===== src/rtl/rst_boot_pkg.sv =====
// shared constants and types for the reset, bootstrap and system-clock setup block
package rst_boot_pkg;

    ////////////////////////////////////////////////////////////////////////////
    // timing, figures in their own unit, cycles derived from the clock rate
    localparam int CLK_MHZ = 100;
    localparam int RESET_MIN_US = 50;
    localparam int STRAP_HOLD_US = 2000;
    localparam int NO_LOAD_STABLE_US = 10000;
    localparam int LOAD_STABLE_US = 100000;
    localparam int PLL_SETTLE_US = 1000;
    localparam int RESET_MIN_CYC = RESET_MIN_US * CLK_MHZ;
    localparam int STRAP_HOLD_CYC = STRAP_HOLD_US * CLK_MHZ;
    localparam int NO_LOAD_STABLE_CYC = NO_LOAD_STABLE_US * CLK_MHZ;
    localparam int LOAD_STABLE_CYC = LOAD_STABLE_US * CLK_MHZ;
    localparam int PLL_SETTLE_CYC = PLL_SETTLE_US * CLK_MHZ;
    localparam logic [1:0] LOAD_TRIES = 2'h3;
    localparam int TRIM_RANGE_PPM = 741;

    ////////////////////////////////////////////////////////////////////////////
    // register map and fields
    localparam int ADDR_W = 8;
    localparam logic [7:0] ADDR_OSC_CFG = 8'h00;
    localparam logic [7:0] ADDR_TRIM = 8'h04;
    localparam logic [7:0] ADDR_STATUS = 8'h08;
    localparam logic [7:0] ADDR_STRAPS = 8'h0c;
    localparam logic [7:0] ADDR_FREQ = 8'h10;
    localparam int OSC_CODE_LSB = 0;
    localparam int OSC_CODE_W = 3;
    localparam int EDGE_BIT = 3;
    localparam int TRIM_W = 24;
    localparam int FREQ_W = 16;
    localparam logic [2:0] OSC_CODE_RESET = 3'h0;
    localparam logic EDGE_RESET = 1'b0;
    localparam logic [23:0] TRIM_RESET = 24'h000000;
    localparam int ST_STABLE_BIT = 0;
    localparam int ST_HALT_BIT = 1;
    localparam int ST_LOADING_BIT = 2;
    localparam int ST_FAILS_LSB = 3;
    localparam int ST_EEPROM_BIT = 5;

    ////////////////////////////////////////////////////////////////////////////
    // carriers
    typedef struct packed {
        logic eeprom_load;
        logic transport_standard_strap;
        logic redundancy_role_strap;
        logic [2:0] bus_addr;
        logic [1:0] host_port_select;
        logic [2:0] osc_freq_straps;
    } strap_s;

    typedef struct packed {
        logic [ADDR_W-1:0] addr;
        logic [31:0] wdata;
        logic wr;
        logic rd;
    } reg_req_s;

    typedef enum {
        SEQ_STRAP, SEQ_LOAD_REQ, SEQ_LOAD_WAIT, SEQ_SETTLE, SEQ_STABLE, SEQ_HALT
    } seq_state_e;

    // oscillator code to nominal frequency in kHz
    function automatic logic [15:0] freq_khz(input logic [2:0] code);
        case (code)
            3'h0: freq_khz = 16'd10000;
            3'h1: freq_khz = 16'd12800;
            3'h2: freq_khz = 16'd13000;
            3'h3: freq_khz = 16'd19440;
            3'h4: freq_khz = 16'd20000;
            3'h5: freq_khz = 16'd24576;
            3'h6: freq_khz = 16'd25000;
            default: freq_khz = 16'd30720;
        endcase
    endfunction

endpackage


===== src/rtl/reset_bootstrap_sysclk_setup.sv =====
// reset sequencing, strap capture, configuration load retries and system-clock setup
`timescale 1ns/1ps
module reset_bootstrap_sysclk_setup
    import rst_boot_pkg::*;
#(
    parameter int STRAP_HOLD = STRAP_HOLD_CYC,
    parameter int NO_LOAD_STABLE = NO_LOAD_STABLE_CYC,
    parameter int LOAD_STABLE = LOAD_STABLE_CYC,
    parameter int PLL_SETTLE = PLL_SETTLE_CYC
) (
    input wire logic REF_CLK,
    input wire logic RESET_N,
    input wire strap_s STRAPS,
    input wire reg_req_s REG_REQ,
    output logic [31:0] REG_RDATA,
    input wire logic SYSCLK_INPUT,
    output logic SYSCLK_TICK,
    output logic LOAD_START,
    input wire logic LOAD_DONE,
    input wire logic LOAD_FAIL,
    output logic CLOCKS_STABLE,
    output logic DEVICE_HALTED,
    output logic [2:0] OSC_FREQ_CONFIG,
    output logic [15:0] OSC_FREQ_KHZ,
    output logic [23:0] NOMINAL_FREQ_TRIM
);

    // each load attempt gets the share of the bound left after straps and settling
    localparam int LOAD_WINDOW = LOAD_STABLE - STRAP_HOLD - PLL_SETTLE - 4;

    seq_state_e state;
    logic [31:0] phase_cnt;
    logic [31:0] elapsed;
    logic [1:0] fails;
    logic eeprom_mode;
    strap_s strap_latch;
    logic sysclk_edge_select;
    logic sysclk_prev;
    logic strap_take;
    logic wr_osc;
    logic wr_trim;
    logic load_bad;

    assign strap_take = (state == SEQ_STRAP) && (phase_cnt == 32'(STRAP_HOLD - 1));
    assign wr_osc = REG_REQ.wr && (REG_REQ.addr == ADDR_OSC_CFG);
    assign wr_trim = REG_REQ.wr && (REG_REQ.addr == ADDR_TRIM);
    assign load_bad = LOAD_FAIL || (phase_cnt == 32'(LOAD_WINDOW - 1));

    ////////////////////////////////////////////////////////////////////////////
    // time since release, saturating
    always_ff @(posedge REF_CLK) begin
        if (!RESET_N) begin
            elapsed <= 32'h0;
        end else if (elapsed != 32'hffffffff) begin
            elapsed <= elapsed + 32'h1;
        end
    end

    ////////////////////////////////////////////////////////////////////////////
    // power-up sequence
    always_ff @(posedge REF_CLK) begin
        if (!RESET_N) begin
            state <= SEQ_STRAP;
            phase_cnt <= 32'h0;
            fails <= 2'h0;
            LOAD_START <= 1'b0;
        end else begin
            LOAD_START <= 1'b0;
            phase_cnt <= phase_cnt + 32'h1;
            case (state)
                SEQ_STRAP: begin
                    if (strap_take) begin
                        phase_cnt <= 32'h0;
                        state <= STRAPS.eeprom_load ? SEQ_LOAD_REQ : SEQ_SETTLE;
                    end
                end
                SEQ_LOAD_REQ: begin
                    LOAD_START <= 1'b1;
                    phase_cnt <= 32'h0;
                    state <= SEQ_LOAD_WAIT;
                end
                SEQ_LOAD_WAIT: begin
                    if (LOAD_DONE && !LOAD_FAIL) begin
                        phase_cnt <= 32'h0;
                        state <= SEQ_SETTLE;
                    end else if (load_bad) begin
                        fails <= fails + 2'h1;
                        state <= (fails == LOAD_TRIES - 2'h1) ? SEQ_HALT : SEQ_LOAD_REQ;
                    end
                end
                SEQ_SETTLE: begin
                    if (phase_cnt == 32'(PLL_SETTLE - 1)) begin
                        state <= SEQ_STABLE;
                    end
                end
                SEQ_STABLE: phase_cnt <= 32'h0;
                SEQ_HALT: phase_cnt <= 32'h0;
                default: state <= SEQ_HALT;
            endcase
        end
    end

    always_ff @(posedge REF_CLK) begin
        if (!RESET_N) begin
            CLOCKS_STABLE <= 1'b0;
            DEVICE_HALTED <= 1'b0;
        end else begin
            CLOCKS_STABLE <= (state == SEQ_STABLE);
            DEVICE_HALTED <= (state == SEQ_HALT);
        end
    end

    ////////////////////////////////////////////////////////////////////////////
    // strap capture, late in the hold window so slow pull-ups have settled
    always_ff @(posedge REF_CLK) begin
        if (!RESET_N) begin
            strap_latch <= '0;
            eeprom_mode <= 1'b0;
        end else if (strap_take) begin
            strap_latch <= STRAPS;
            eeprom_mode <= STRAPS.eeprom_load;
        end
    end

    ////////////////////////////////////////////////////////////////////////////
    // oscillator configuration and trim
    always_ff @(posedge REF_CLK) begin
        if (!RESET_N) begin
            OSC_FREQ_CONFIG <= OSC_CODE_RESET;
            sysclk_edge_select <= EDGE_RESET;
        end else begin
            if (strap_take) begin
                OSC_FREQ_CONFIG <= STRAPS.osc_freq_straps;
            end else if (wr_osc) begin
                OSC_FREQ_CONFIG <= REG_REQ.wdata[OSC_CODE_LSB +: OSC_CODE_W];
            end
            if (wr_osc) begin
                sysclk_edge_select <= REG_REQ.wdata[EDGE_BIT];
            end
        end
    end

    always_ff @(posedge REF_CLK) begin
        if (!RESET_N) begin
            OSC_FREQ_KHZ <= freq_khz(OSC_CODE_RESET);
        end else begin
            OSC_FREQ_KHZ <= freq_khz(OSC_FREQ_CONFIG);
        end
    end

    always_ff @(posedge REF_CLK) begin
        if (!RESET_N) begin
            NOMINAL_FREQ_TRIM <= TRIM_RESET;
        // offset trim, full scale is the calibration range
        end else if (wr_trim) begin
            NOMINAL_FREQ_TRIM <= REG_REQ.wdata[TRIM_W-1:0];
        end
    end

    ////////////////////////////////////////////////////////////////////////////
    // active edge of the system-clock input, as a one-cycle enable
    always_ff @(posedge REF_CLK) begin
        if (!RESET_N) begin
            sysclk_prev <= 1'b0;
            SYSCLK_TICK <= 1'b0;
        end else begin
            sysclk_prev <= SYSCLK_INPUT;
            SYSCLK_TICK <= sysclk_edge_select ? (sysclk_prev && !SYSCLK_INPUT)
                                              : (!sysclk_prev && SYSCLK_INPUT);
        end
    end

    ////////////////////////////////////////////////////////////////////////////
    // register read port, unmapped reads return zero
    always_ff @(posedge REF_CLK) begin
        if (!RESET_N) begin
            REG_RDATA <= 32'h0;
        end else if (REG_REQ.rd) begin
            case (REG_REQ.addr)
                ADDR_OSC_CFG: REG_RDATA <= {28'h0, sysclk_edge_select, OSC_FREQ_CONFIG};
                ADDR_TRIM: REG_RDATA <= {8'h0, NOMINAL_FREQ_TRIM};
                ADDR_STATUS: REG_RDATA <= {26'h0, eeprom_mode, fails,
                                           state == SEQ_LOAD_WAIT, DEVICE_HALTED,
                                           CLOCKS_STABLE};
                ADDR_STRAPS: REG_RDATA <= {21'h0, strap_latch};
                ADDR_FREQ: REG_RDATA <= {16'h0, OSC_FREQ_KHZ};
                default: REG_RDATA <= 32'h0;
            endcase
        end else begin
            REG_RDATA <= 32'h0;
        end
    end
endmodule


===== config.mk =====
export PLATFORM = sky130hd
export DESIGN_NAME = reset_bootstrap_sysclk_setup
export DESIGN_NICKNAME = d
export VERILOG_FILES = /design/src/rtl/rst_boot_pkg.sv /design/src/rtl/reset_bootstrap_sysclk_setup.sv
export SDC_FILE = /design/constraint.sdc
export NUM_CORES = 1
export LEC_CHECK = 0
export ABC_AREA = 1
export BUFFER_PORTS_ARGS = -buffer_cell sky130_fd_sc_hd__buf_4
export CAP_MARGIN = 15
export CORE_UTILIZATION = 48
export CTS_CLUSTER_DIAMETER = 100
export CTS_CLUSTER_SIZE = 24
export DETAILED_ROUTE_END_ITERATION = 8
export GPL_TIMING_DRIVEN = 0
export PLACE_DENSITY_LB_ADDON = 0.1
export SETUP_SLACK_MARGIN = 0.2
export SYNTH_ARGS = -nofsm -noshare
export SYNTH_HDL_FRONTEND = slang
export SYNTH_SLANG_ARGS = --single-unit

===== constraint.sdc =====
create_clock -name REF_CLK -period 1.6 [get_ports REF_CLK]
set_clock_uncertainty 0.05 [all_clocks]
set_input_delay 0.16 -clock REF_CLK [delete_from_list [all_inputs] [get_ports REF_CLK]]
set_output_delay 0.16 -clock REF_CLK [all_outputs]
set_load 0.005 [all_outputs]

==> metrics.yaml <==
clock_network:
  cts.clk_slew.worst_paths_ns: 0.06
  cts_num_sinks: 117
  cts_root_buffer: "clkbuf_8"
  clock_latency_ns: 0.52
  cts-buffers-inserted: 17
  h-tree-depth: 4
  clockBufferDepth: 2
  tritoncts: "yes"
synth:
  ys_types: 41
  ys_warn_count: 0
  synth_seq_area_share_pct: 43.92
  synthCells: 749
  synth.cell_area_um2: 5333
  yosys_register_bits: 117
  syn_area_per_cell_um2: 7.120
placed_design:
  dp.cells: 1016
  io_buffers: 116
  gp_congestion: 0.9298
  dpl.hpwl_mm: 11.59
worst_hold_path:
  whs_path_depth: 4
  min_from: "RESET_N"
  hold_path_class: "in2reg"
  hold_end: "phase_cnt[4]$_SDFF_PN0_"
sta:
  period_needed_ns: 1.750
  timing.final.ws_setup_ns: -0.1498
  fin_hold_ws_ns: 0.01598
  fmax_ghz: 0.5715
  final_hold_viol_count: 0
  finalMaxSlewViolations: 0
  relSlewSlack_pct: 59.86
  fin_setup_tns_ns: -4.098
  rsz0062_at_grt: "true"
  worst_pin_slew_ns: 0.6021
  setup_viol: 50
  finalCritPeriodShare_pct: 109.4
status:
  outcome: "complete, but fails checks"
  violations: "negative setup slack"
setup_path:
  critPathKind: "reg2reg"
  slowest_delay_ns: 0.36
  regToRegStartpoint: "phase_cnt[0]$_SDFF_PN0_"
  cp_data_arrival_time_ns: 2.10
  cp_max_fo: 5
  r2r_cells: 12
  path_cells: "ha_4 > nand2_4 > nor2_4 > nand3b_1 > nor2_2 > nand2_1 > nand2_2 > nand2_4 > nand2_8 > buf_12 > buf_16 > nor3_2"
  startpoint_type: "flop"
  worstPathRequired_ns: 1.95
  r2r-end: "phase_cnt[15]$_SDFF_PN0_"
  worst-r2r-setup-slack_ns: -0.15
  cp-end-kind: "flop"
  crit_top_cell: "nand2_4"
  cp_slowest_cell: "dfxtp_4"
floorplan:
  io_pins: 137
  die_h_um: 107.4
  core_area_um2: 10840
  row_count: 38
  initial_core_util_pct: 49.19
  dieArea_um2: 11530
  fp.dieW_um: 107.4
routing:
  drtAntennaViolNets: 0
  first_pass_iters: 7
  drcViolationCount: 0
  routed_wirelength_mm: 17.02
  drt_iter0_markers: 428
  post_drt_via_cell_ratio: 5.164
  vias: 5742
  wl_per_cell_um: 15.30
layout:
  nFillCells: 831
  synthToLayoutAreaGrowth_pct: 49.81
  final_cell_mix: "buf_4, nor2_1, nand2_1"
  fin_cells: 1112
  multi_input_area_um2: 2774
  final_common_cell: "buf_4"
  post_route_cells_drive_above_1_share_pct: 32.41
  ff_latch_area_um2: 2379
  antenna_cells: 0
  layout.nets: 1020
  fin_util_pct: 73.70
power_and_ir_drop:
  power.density_nw_per_um2: 992.5
  p_leak_nw: 3.517
  finalPower_mw: 7.929
  vdd_ir_drop_max_uv: 768.8
global_route:
  grt_pass1_wl_mm: 25.40
  grt_pass1_vias: 5255
  grt_max_degree: 17
  grt_usage_pct: 28.96
  overflow: 0
  antenna_found_initial: 0
run:
  drv_cap: 0
-- logic make-up (layout without fill, tap and decap cells) --
| group | Yosys count | after routing | synth area share [%] |
|---|---|---|---|
| and+or+nand+nor | 386 | 386 | 32.17 |
| buffers and inverters | 130 | 342 | 10.93 |
| DFF | 117 | 117 | 43.92 |
| AOI/OAI and AO/OA | 97 | 97 | 9.808 |
| xor gates and xnor gates | 16 | 16 | 2.628 |
| adders and majority gates | 2 | 2 | 0.4692 |
| other | 1 | 12 | 0.07032 |
-- repair_timing --
item	in CTS	in global routing
endpoints found under the setup margin	52	70
setup buffers	11	14
hold endpoints to repair	43	0
cloned	1	0
hold buffers	39	0
gates resized for setup	44	74
pin swaps	17	38
-- worst max-delay path, delay by kind of cell, from the launching register on --
kind | cells | cell delay (ns)
flip-flops | 1 | 0.36
AND/OR/NAND/NOR | 9 | 0.84
buffers and inverters | 2 | 0.22
adder cells (fa/ha/maj) | 1 | 0.15
-- flip-flops by register name, summed over array words and instances, names as in the netlist, 2 cells and up --
register and flops:
REG_RDATA 24, state 3, strap_latch 11, phase_cnt 32
fails 2, OSC_FREQ_KHZ 12, NOMINAL_FREQ_TRIM 24, OSC_FREQ_CONFIG 3
-- worst max path at each step --
stage / endpoint / depth (start not counted) / from
after global routing: OSC_FREQ_CONFIG[2]$_SDFFE_PN0P_ / 11 / phase_cnt[0]$_SDFF_PN0_
after detailed placement: NOMINAL_FREQ_TRIM[5]$_SDFFE_PN0P_ / 10 / REG_REQ[39]
after floorplan: OSC_FREQ_CONFIG[0]$_SDFFE_PN0P_ / 11 / phase_cnt[1]$_SDFF_PN0_
final: phase_cnt[15]$_SDFF_PN0_ / 12 / phase_cnt[0]$_SDFF_PN0_
after global placement: NOMINAL_FREQ_TRIM[5]$_SDFFE_PN0P_ / 10 / REG_REQ[35]
after CTS: state[1]$_SDFFE_PN0P_ / 13 / phase_cnt[0]$_SDFF_PN0_
-- through the flow --
step / setup WS, ns / cell area (um2)
floorplan: 0.1214 / 5438
global placement: -0.3052 / 6484
detailed placement: -0.2963 / 6484
CTS: -0.1190 / 7694
global route: -0.2501 / 7989
finish: -0.1498 / 7989
-- cell usage after synthesis (all sizes together) --
master | instances | area [um2]
or2 | 2 | 12.51
conb | 1 | 3.750
o211ai | 3 | 22.52
clkbuf | 10 | 37.54
a211oi | 1 | 7.510
o21a | 2 | 15.01
inv | 94 | 355.3
xnor2 | 1 | 8.760
xor2 | 15 | 131.4
nor2 | 154 | 624.3
nor4 | 6 | 37.54
nand2 | 143 | 559.3
dfxtp | 117 | 2342
buf | 25 | 186.4
nor3 | 28 | 161.4
nand3b | 3 | 22.52
o2111ai | 1 | 8.760
nor3b | 1 | 18.77
and3 | 1 | 6.260
nand3 | 39 | 210.2
o221a | 1 | 11.26
a41oi | 3 | 26.28
a31oi | 1 | 6.260
nand4 | 9 | 62.56
o21ai | 53 | 265.3
a21oi | 32 | 160.2
clkinv | 1 | 3.750
ha | 2 | 25.02
-- cell type report --
class	instances	share of cell area, %
Sequential cell	117	29.77
Inverter	95	4.605
Clock buffer	22	5.670
Tap cell	140	2.193
Buffer	35	3.054
Timing Repair Buffer	181	18.68
Multi-Input combinational cell	513	34.72
Clock inverter	9	1.300
-- where the power goes --
part | switching, mW | internal [mW] | total [mW] | leakage, nW
Combinational | 0.675 | 0.605 | 1.28 | 2.29
Sequential | 0.0630 | 2.99 | 3.06 | 0.954
Clock | 1.32 | 2.28 | 3.59 | 0.271
Total | 2.05 | 5.88 | 7.93 | 3.52
-- metal layers --
layer	routed length, um	share of wire, %	GRT usage, %	vias to the layer above
li1	-	-	-	2774
met1	7140	42	35.83	2657
met2	8240	48	49.95	268
met3	1232	7.2	4.903	43
met4	406	2.4	11.55	0
met5	0	0	0	-
No activity file was read; power rests on OpenSTA's default activity.
